[src/design/slcdw_pkg.sv]
// Summary of operation
// - link is write-only, no return line
// - data bytes sent with select high
// - command bytes sent with select low
// - initialization commands precede any data
// - 0xC0-0xCF selects common output mode
// - 0x28-0x2F sets power control
// - 0x40-0x7F sets display start line
// - 0xB0-0xB8 selects page address
// - 0x00-0x18 sets column address
// - 0xAE display off, 0xAF on
// - eight pages; address before streaming data
// - transmit-only master at 3.125 MHz
package slcdw_pkg;
  localparam int unsigned CLK_HZ       = 200_000_000;
  localparam int unsigned SCLK_HZ      = 3_125_000;
  // half period of the serial clock in system cycles
  localparam int unsigned HALF_CYC     = CLK_HZ / SCLK_HZ / 2;
  localparam int unsigned BYTE_BITS    = 8;
  localparam int unsigned PAGES        = 8;
  localparam logic [7:0]  CMD_COM_MODE = 8'hC0;
  localparam logic [7:0]  CMD_POWER    = 8'h2F;
  localparam logic [7:0]  CMD_START    = 8'h40;
  localparam logic [7:0]  CMD_PAGE     = 8'hB0;
  localparam logic [7:0]  CMD_PAGE_MAX = 8'hB8;
  localparam logic [7:0]  CMD_COL_MAX  = 8'h18;
  localparam logic [7:0]  CMD_DISP_OFF = 8'hAE;
  localparam logic [7:0]  CMD_DISP_ON  = 8'hAF;
  localparam int unsigned INIT_LEN     = 6;
  localparam int unsigned RST_CYC      = 64;

  typedef struct packed {
    logic       is_data;
    logic [7:0] value;
  } slcdw_byte_s;

  typedef struct packed {
    logic sclk;
    logic ss_n;
    logic mosi;
    logic dc;
  } slcdw_pins_s;

  typedef enum logic [2:0] {
    ST_RESET = 3'h0,
    ST_INIT  = 3'h1,
    ST_IDLE  = 3'h2,
    ST_SEND  = 3'h3,
    ST_GAP   = 3'h4
  } slcdw_state_e;
endpackage

[src/design/slcdw_shift.sv]
`timescale 1ns/1ps
// byte serialiser: mode 0, msb first, select framed per byte
module slcdw_shift #(
  parameter int unsigned HALF = slcdw_pkg::HALF_CYC
) (
  input  wire logic                   clk_i,
  input  wire logic                   rst_n_i,
  input  wire logic                   start_i,
  input  wire slcdw_pkg::slcdw_byte_s byte_i,
  output logic                        busy_o,
  output logic                        done_o,
  output slcdw_pkg::slcdw_pins_s      pins_o
);
  // the divider counter is 16 bits wide, so the half period must fit in it
  if (HALF < 1 || HALF > 65536) begin : g_bad_half
    $error("half period out of range");
  end

  logic [15:0] div_q;
  logic [3:0]  edge_q;
  logic [7:0]  sh_q;
  logic        act_q;

  // half period timer and edge count, 16 edges per byte
  always_ff @(posedge clk_i or negedge rst_n_i) begin
    if (!rst_n_i) begin
      div_q  <= 16'h0000;
      edge_q <= 4'h0;
      act_q  <= 1'b0;
      done_o <= 1'b0;
    end else begin
      done_o <= 1'b0;
      if (!act_q) begin
        if (start_i) begin
          act_q  <= 1'b1;
          div_q  <= 16'h0000;
          edge_q <= 4'h0;
        end
      end else if (div_q == 16'(HALF - 1)) begin
        div_q  <= 16'h0000;
        edge_q <= edge_q + 4'h1;
        if (edge_q == 4'hF) begin
          act_q  <= 1'b0;
          done_o <= 1'b1;
        end
      end else begin
        div_q <= div_q + 16'h0001;
      end
    end
  end

  // pins: select low for the byte, clock rises mid-bit
  always_ff @(posedge clk_i or negedge rst_n_i) begin
    if (!rst_n_i) begin
      pins_o <= '{sclk: 1'b0, ss_n: 1'b1, mosi: 1'b0, dc: 1'b0};
      sh_q   <= 8'h00;
    end else if (!act_q && start_i) begin
      pins_o.ss_n <= 1'b0;
      pins_o.dc   <= byte_i.is_data;
      pins_o.mosi <= byte_i.value[7];
      sh_q        <= {byte_i.value[6:0], 1'b0};
    end else if (act_q && div_q == 16'(HALF - 1)) begin
      pins_o.sclk <= ~edge_q[0];
      if (edge_q[0] && edge_q != 4'hF) begin
        pins_o.mosi <= sh_q[7];
        sh_q        <= {sh_q[6:0], 1'b0};
      end
      if (edge_q == 4'hF) pins_o.ss_n <= 1'b1;
    end
  end

  assign busy_o = act_q;

  a_dc_stable: assert property (@(posedge clk_i) disable iff (!rst_n_i)
    (!pins_o.ss_n && !$past(pins_o.ss_n)) |-> $stable(pins_o.dc))
    else $error("select changed inside a byte");
  a_done_frame: assert property (@(posedge clk_i) disable iff (!rst_n_i)
    done_o |-> pins_o.ss_n && !pins_o.sclk)
    else $error("byte ended with bad pin levels");
endmodule

[src/design/slcdw_top.sv]
`timescale 1ns/1ps
// host side writer for the graphic display; no read path exists
module slcdw_top (
  input  wire logic       CLK_I,
  input  wire logic       RST_N_I,
  input  wire logic       BACKLIGHT_REQ_I,
  input  wire logic       SEND_VALID_I,
  input  wire logic       SEND_IS_DATA_I,
  input  wire logic [7:0] SEND_BYTE_I,
  output logic            SEND_READY_O,
  output logic            INIT_DONE_O,
  output logic [2:0]      PAGE_O,
  output logic [7:0]      COLUMN_O,
  output logic            LCD_SERIAL_CLOCK_O,
  output logic            LCD_SLAVE_SELECT_N_O,
  output logic            LCD_SERIAL_OUT_O,
  output logic            DATA_COMMAND_SELECT_O,
  output logic            LCD_RESET_N_O,
  output logic            BACKLIGHT_ON_O
);
  logic                   rst_m_q;
  logic                   rst_s_q;
  logic                   rst_n;
  slcdw_pkg::slcdw_state_e state_q;
  logic [7:0]             cnt_q;
  logic [2:0]             init_idx_q;
  logic                   start;
  slcdw_pkg::slcdw_byte_s cur;
  logic                   busy;
  logic                   done;
  slcdw_pkg::slcdw_pins_s pins;
  logic                   bl_q;
  logic [10:0]            frame_q;

  // reset release through two flops
  always_ff @(posedge CLK_I or negedge RST_N_I) begin
    if (!RST_N_I) begin
      rst_m_q <= 1'b0;
      rst_s_q <= 1'b0;
    end else begin
      rst_m_q <= 1'b1;
      rst_s_q <= rst_m_q;
    end
  end
  assign rst_n = rst_s_q;

  // init command table
  function automatic logic [7:0] init_cmd(input logic [2:0] i);
    case (i)
      3'h0:    init_cmd = slcdw_pkg::CMD_COM_MODE;
      3'h1:    init_cmd = slcdw_pkg::CMD_POWER;
      3'h2:    init_cmd = slcdw_pkg::CMD_START;
      3'h3:    init_cmd = slcdw_pkg::CMD_PAGE;
      3'h4:    init_cmd = 8'h00;
      default: init_cmd = slcdw_pkg::CMD_DISP_ON;
    endcase
  endfunction

  // sequencer: reset pulse, init list, then user bytes
  always_ff @(posedge CLK_I or negedge rst_n) begin
    if (!rst_n) begin
      state_q    <= slcdw_pkg::ST_RESET;
      cnt_q      <= 8'h00;
      init_idx_q <= 3'h0;
      INIT_DONE_O <= 1'b0;
      LCD_RESET_N_O <= 1'b0;
    end else begin
      case (state_q)
        slcdw_pkg::ST_RESET: begin
          cnt_q <= cnt_q + 8'h01;
          if (cnt_q == 8'(slcdw_pkg::RST_CYC - 1)) begin
            LCD_RESET_N_O <= 1'b1;
            cnt_q   <= 8'h00;
            state_q <= slcdw_pkg::ST_GAP;
          end
        end
        // settle time after the display leaves reset
        slcdw_pkg::ST_GAP: begin
          cnt_q <= cnt_q + 8'h01;
          if (cnt_q == 8'(slcdw_pkg::RST_CYC - 1)) begin
            cnt_q   <= 8'h00;
            state_q <= slcdw_pkg::ST_INIT;
          end
        end
        // one init byte per frame; the next starts after done
        slcdw_pkg::ST_INIT: begin
          if (done) begin
            if (init_idx_q == 3'(slcdw_pkg::INIT_LEN - 1)) begin
              INIT_DONE_O <= 1'b1;
              state_q     <= slcdw_pkg::ST_IDLE;
            end else begin
              init_idx_q <= init_idx_q + 3'h1;
            end
          end
        end
        slcdw_pkg::ST_IDLE: begin
          if (SEND_VALID_I) state_q <= slcdw_pkg::ST_SEND;
        end
        slcdw_pkg::ST_SEND: begin
          if (done) state_q <= slcdw_pkg::ST_IDLE;
        end
        default: state_q <= slcdw_pkg::ST_RESET;
      endcase
    end
  end

  // pick the byte; data only after init
  always_comb begin
    cur   = '{is_data: 1'b0, value: init_cmd(init_idx_q)};
    start = 1'b0;
    if (state_q == slcdw_pkg::ST_INIT) begin
      // held off in the done cycle so the index can advance first
      start = !busy && !done;
    end else if (state_q == slcdw_pkg::ST_IDLE) begin
      cur   = '{is_data: SEND_IS_DATA_I, value: SEND_BYTE_I};
      start = SEND_VALID_I;
    end
  end
  assign SEND_READY_O = (state_q == slcdw_pkg::ST_IDLE);

  // address tracking from sent commands and data
  always_ff @(posedge CLK_I or negedge rst_n) begin
    if (!rst_n) begin
      PAGE_O   <= 3'h0;
      COLUMN_O <= 8'h00;
    end else if (start && state_q == slcdw_pkg::ST_IDLE) begin
      if (cur.is_data) begin
        COLUMN_O <= COLUMN_O + 8'h01;
      end else if (cur.value >= slcdw_pkg::CMD_PAGE && cur.value <= slcdw_pkg::CMD_PAGE_MAX) begin
        PAGE_O <= cur.value[2:0];
      end else if (cur.value <= slcdw_pkg::CMD_COL_MAX) begin
        COLUMN_O <= cur.value;
      end
    end
  end

  // backlight level follows request
  always_ff @(posedge CLK_I or negedge rst_n) begin
    if (!rst_n) bl_q <= 1'b0;
    else        bl_q <= BACKLIGHT_REQ_I;
  end
  assign BACKLIGHT_ON_O = bl_q;

  // serialiser, transmit only at the divided rate
  slcdw_shift #(
    .HALF (slcdw_pkg::HALF_CYC)
  ) u_shift (
    .clk_i   (CLK_I),
    .rst_n_i (rst_n),
    .start_i (start),
    .byte_i  (cur),
    .busy_o  (busy),
    .done_o  (done),
    .pins_o  (pins)
  );

  assign LCD_SERIAL_CLOCK_O    = pins.sclk;
  assign LCD_SLAVE_SELECT_N_O  = pins.ss_n;
  assign LCD_SERIAL_OUT_O      = pins.mosi;
  assign DATA_COMMAND_SELECT_O = pins.dc;

  // frame timer for the checks: sampled select-low cycles of the current byte;
  // eleven flops, but it catches a divider or edge count that drifts
  always_ff @(posedge CLK_I or negedge rst_n) begin
    if (!rst_n) begin
      frame_q <= 11'h000;
    end else if (LCD_SLAVE_SELECT_N_O) begin
      frame_q <= 11'h000;
    end else begin
      frame_q <= frame_q + 11'h001;
    end
  end

  a_no_data_early: assert property (@(posedge CLK_I) disable iff (!rst_n)
    (!LCD_SLAVE_SELECT_N_O && DATA_COMMAND_SELECT_O) |-> INIT_DONE_O)
    else $error("data sent before init");
  a_col_step: assert property (@(posedge CLK_I) disable iff (!rst_n)
    (start && state_q == slcdw_pkg::ST_IDLE && cur.is_data) |=> COLUMN_O == $past(COLUMN_O) + 8'h01)
    else $error("column did not advance");
  a_bl_follow: assert property (@(posedge CLK_I) disable iff (!rst_n)
    ##1 BACKLIGHT_ON_O == $past(BACKLIGHT_REQ_I))
    else $error("backlight mismatch");
  a_rst_held: assert property (@(posedge CLK_I) disable iff (!rst_n)
    state_q == slcdw_pkg::ST_RESET |-> !LCD_RESET_N_O)
    else $error("display reset released early");
  a_init_cmd: assert property (@(posedge CLK_I) disable iff (!rst_n)
    (state_q == slcdw_pkg::ST_INIT && !LCD_SLAVE_SELECT_N_O) |-> !DATA_COMMAND_SELECT_O)
    else $error("init byte not a command");
  a_page_range: assert property (@(posedge CLK_I) disable iff (!rst_n)
    (start && state_q == slcdw_pkg::ST_IDLE && !cur.is_data && cur.value == slcdw_pkg::CMD_PAGE_MAX)
      |=> PAGE_O == 3'h0)
    else $error("page decode wrong");

  // pin level checks: the clock rests low between bytes, each frame is one byte long
  a_sclk_idle: assert property (@(posedge CLK_I) disable iff (!rst_n)
    LCD_SLAVE_SELECT_N_O |-> !LCD_SERIAL_CLOCK_O)
    else $error("serial clock moved outside a frame");
  a_frame_len: assert property (@(posedge CLK_I) disable iff (!rst_n)
    $rose(LCD_SLAVE_SELECT_N_O) |-> frame_q == 11'(2 * slcdw_pkg::BYTE_BITS * slcdw_pkg::HALF_CYC))
    else $error("frame length wrong");

  // handshake checks: one byte in flight, nothing offered before init
  a_one_byte: assert property (@(posedge CLK_I) disable iff (!rst_n)
    SEND_READY_O |-> LCD_SLAVE_SELECT_N_O)
    else $error("ready raised inside a frame");
  a_init_order: assert property (@(posedge CLK_I) disable iff (!rst_n)
    SEND_READY_O |-> INIT_DONE_O)
    else $error("ready before init finished");
  a_lcd_live: assert property (@(posedge CLK_I) disable iff (!rst_n)
    INIT_DONE_O |-> LCD_RESET_N_O)
    else $error("display held in reset after init");

  // address checks against the byte taken; the page keeps only three bits
  a_page_set: assert property (@(posedge CLK_I) disable iff (!rst_n)
    (start && state_q == slcdw_pkg::ST_IDLE && !cur.is_data && cur.value[7:3] == 5'h16)
      |=> PAGE_O == 3'($past(SEND_BYTE_I)))
    else $error("page not taken from command");
  a_col_set: assert property (@(posedge CLK_I) disable iff (!rst_n)
    (start && state_q == slcdw_pkg::ST_IDLE && !cur.is_data && cur.value <= slcdw_pkg::CMD_COL_MAX)
      |=> COLUMN_O == $past(SEND_BYTE_I))
    else $error("column not taken from command");
endmodule

[config.mk]
export PLATFORM = sky130hd
export DESIGN_NAME = slcdw_top
export DESIGN_NICKNAME = d
export VERILOG_FILES = /design/src/design/slcdw_pkg.sv /design/src/design/slcdw_shift.sv /design/src/design/slcdw_top.sv
export SDC_FILE = /design/constraint.sdc
export NUM_CORES = 1
export LEC_CHECK = 0
export ABC_AREA = 0
export BUFFER_PORTS_ARGS = -buffer_cell sky130_fd_sc_hd__buf_4
export CAP_MARGIN = 20
export CORE_UTILIZATION = 30
export CTS_CLUSTER_SIZE = 14
export DETAILED_ROUTE_END_ITERATION = 10
export PLACE_DENSITY_LB_ADDON = 0.08
export SETUP_SLACK_MARGIN = 0.2
export SYNTH_ARGS = -nofsm -noshare
export SYNTH_HDL_FRONTEND = slang
export SYNTH_SLANG_ARGS = --single-unit
[constraint.sdc]
create_clock -name CLK_I -period 3.8 [get_ports CLK_I]
set_input_delay 0.38 -clock CLK_I [delete_from_list [all_inputs] [get_ports CLK_I]]
set_output_delay 0.38 -clock CLK_I [all_outputs]
set_load 0.01 [all_outputs]
==> flow_summary.json <==
{
  "placed_area_sq_um": 3860,
  "seqCellArea_sq_um": 1580,
  "synthSimpleGateAreaFrac_pct": 22.6,
  "netlist.area_leader.share_pct": 43.8,
  "place_inst": 525,
  "dpl.hpwl_um": 5960,
  "route.vias.total": 2927,
  "drt.antenna.violating_nets": 0,
  "cap_violations": 0,
  "wirelength_um": 8780,
  "cts-root-buf": "clkbuf_16",
  "worstPathCellList": "nor4b_1 > nand4_1 > mux2_2 > mux2i_1",
  "cts_buffers": 9,
  "finClkSkew_ns": 0.00381,
  "synthFlopType": "dfrtp_1",
  "clockBufferDepth": 2,
  "dieWidth_um": 111,
  "synth-compound-area-share_pct": 19.4,
  "fin_cells": 542,
  "hp-start": "BACKLIGHT_REQ_I",
  "grt-ovfl-total": 0,
  "worst_slew_pin_slew_ns": 0.951,
  "grt_max_degree": 41,
  "critPathMaxFanout": 26,
  "area_delta_synth_final_pct": 17.5,
  "tns_ns": 0,
  "r2r_slack_ns": 1.25,
  "place.gp.congestion": 0.778,
  "endpoint_kind": "flop",
  "multiInputGateArea_sq_um": 1800,
  "outcome": "finished, final reports clean",
  "holdPathEnd": "BACKLIGHT_ON_O",
  "cp-start-kind": "flop",
  "cp.buffers_inverters": 0,
  "worstReg2RegEnd": "u_shift.edge_q[2]",
  "post-route-period-util_pct": 67.1,
  "ys_warn_count": 0,
  "fp-row-count": 39,
  "grt_pass1_vias": 2967,
  "utilization_pct": 36.3,
  "cp.required_ns": 4.05,
  "muxShareOfSynthArea_pct": 3.25,
  "holdCritPathClass": "input port to flop",
  "crit_slowest_cell": "dfrtp_1",
  "synth-xor-area-share_pct": 2.22,
  "p_per_area_nw_per_um2": 369,
  "dieArea_sq_um": 12300,
  "synthTopCellsByArea": "dfrtp_1, nand2_1, nand3_1",
  "rsz0062_at_grt": "no",
  "seq_area_frac_synth_pct": 44.5,
  "grt_pass1_wl_um": 15200,
  "grt_antenna_before_repair": 0,
  "grt_usage_pct": 15.6,
  "min_period_ns": 2.55,
  "clock-sinks": 63,
  "fin_nets": 416,
  "post_cts_buffers": 0,
  "setup_violations": 0,
  "synth_fa_ha_area_share_pct": 3.18,
  "layout-drive-gt1-share_pct": 15.5,
  "die_h_um": 111,
  "ff2ff_path_depth": 4,
  "avgSynthCellArea_sq_um": 9.50,
  "yosysUniqueCellTypes": 67,
  "wl_per_cell_um": 16.2,
  "core_sq_um": 11500,
  "p_leak_nw": 1.85,
  "syn_area_sq_um": 3540,
  "synth_edf_count": 0,
  "final_area_sq_um": 4170,
  "async_reset_ff_share_pct": 100,
  "insertion_delay_ns": 0.33,
  "syn-instance-count": 373,
  "holdWs_ns": 0.153,
  "drt_iter0_markers": 109,
  "reg2reg_from": "u_shift.busy_o",
  "via_per_inst": 5.40,
  "clkTransAtPathRegs_ns": 0.05,
  "worstSetupStartpoint": "u_shift.busy_o",
  "h-tree-depth": 3,
  "firstDrtPassIters": 4,
  "slew_violations": 0,
  "synth_largest_area_cell": "dfrtp_1",
  "fmax_mhz": 392,
  "diodes": 0,
  "setup.worst_path.class": "flop to flop",
  "numPortBuffers": 31,
  "ir_worst_vdd_mv": 0.369,
  "ys_ff_latch": 63,
  "slew_headroom_pct": 36.6,
  "syn-num-nets": 395,
  "slowest_delay_ns": 0.83,
  "drc": 0,
  "fillCellCount": 1169,
  "io_pins": 32,
  "start_util_pct": 30.9,
  "cp_data_arrival_time_ns": 2.80,
  "min_path_cells": 1,
  "hold_violations": 0,
  "cp_top_family": "simple AND/OR/NAND/NOR gates",
  "cts_tree": "built",
  "synth_top_family_by_area": "simple AND/OR/NAND/NOR gates"
}
-- cells in the mapped netlist, types with 4 or more instances --
cell type	number
mux2_2	4
nand2_1	42
dfrtp_1	62
o21ai_0	21
a41oi_1	5
or3_1	4
nand4_1	14
nand2b_1	6
a21oi_1	7
xnor2_1	6
a31oi_1	15
clkbuf_1	9
nor2_1	13
nand3_1	23
a21o_1	5
and4_1	5
nor3_1	11
buf_2	13
ha_1	9
inv_1	14
nand3b_1	4
mux2i_1	7
o211ai_1	11
-- logic make-up (layout without fill, tap and decap cells) --
kind of cell,after synthesis,after routing
AND/OR/NAND/NOR,143,143
multiplexers,11,11
adder cells (fa/ha/maj),9,9
XOR/XNOR,9,9
buffers and inverters,39,65
AO/OA/AOI/OAI,98,98
flip-flops,63,63
other,1,1
-- area by class of cell --
cell class / count / share of cell area, %
inverter: 15 / 1.35
multi-input combinational: 271 / 43.2
sequential: 63 / 37.9
clock buffer: 13 / 6.01
clock inverter: 3 / 1.02
timing repair buffer: 34 / 6.19
tap: 143 / 4.30
-- where the power goes --
group | total [mW] | internal [mW] | leakage (nW) | switching, mW
Sequential | 0.682 | 0.673 | 0.792 | 0.00894
Clock | 0.821 | 0.525 | 0.140 | 0.296
Combinational | 0.0324 | 0.0129 | 0.922 | 0.0195
-- registers in the layout (all words and copies together) (netlist names) --
register / flops
u_shift.div_q: 16
rst_n: 1
INIT_DONE_O: 1
PAGE_O: 3
u_shift.sh_q: 7
cnt_q: 8
rst_m_q: 1
COLUMN_O: 8
u_shift.busy_o: 1
init_idx_q: 3
state_q: 3
u_shift.edge_q: 4
u_shift.done_o: 1
u_shift.pins_o: 4
BACKLIGHT_ON_O: 1
LCD_RESET_N_O: 1
-- how the worst max path moves through the flow --
stage	endpoint	cells after the start
after detailed placement	u_shift.edge_q[2]	4
final	u_shift.edge_q[2]	4
after global placement	u_shift.edge_q[2]	4
after floorplan	BACKLIGHT_ON_O	0
after CTS	u_shift.edge_q[2]	4
after global routing	u_shift.edge_q[2]	4
-- routing by layer --
metal / GRT usage [%] / vias to the layer above / part of all wire [%]
met5: 0 / - / 0
met4: 4.98 / 0 / 0.80
met3: 4.70 / 6 / 2.6
met2: 23.6 / 30 / 46
met1: 21.1 / 1448 / 51
li1: - / 1443 / -
-- metrics by stage --
step	setup slack (ns)	total power, mW
floorplan	1.92	0.703
global placement	1.30	0.727
detailed placement	1.26	0.726
CTS	1.23	1.57
global route	1.06	1.61
finish	1.25	1.53
-- what timing repair did --
action | CTS | global route
hold buffers | 1 | 0
gates resized for setup | 0 | 0
hold endpoints to repair | 2 | 0
-- worst register-to-register path: stages, from the launching register on --
cell	delay, ns
dfrtp_1	0.83
nor4b_1	0.39
nand4_1	0.62
mux2_2	0.50
mux2i_1	0.13
-- layout by cell type (no fill, tap or decap), drive strengths merged, types with 12 or more instances in the layout --
cell / netlist / layout
buf: 15 / 33
o21ai: 22 / 22
dfrtp: 62 / 62
nor2: 13 / 13
nand2: 42 / 42
nand3: 23 / 23
inv: 14 / 14
nand4: 15 / 15
nor3: 12 / 12
a31oi: 15 / 15
clkbuf: 9 / 13
Note: power is estimated with default switching activity, not from simulation.
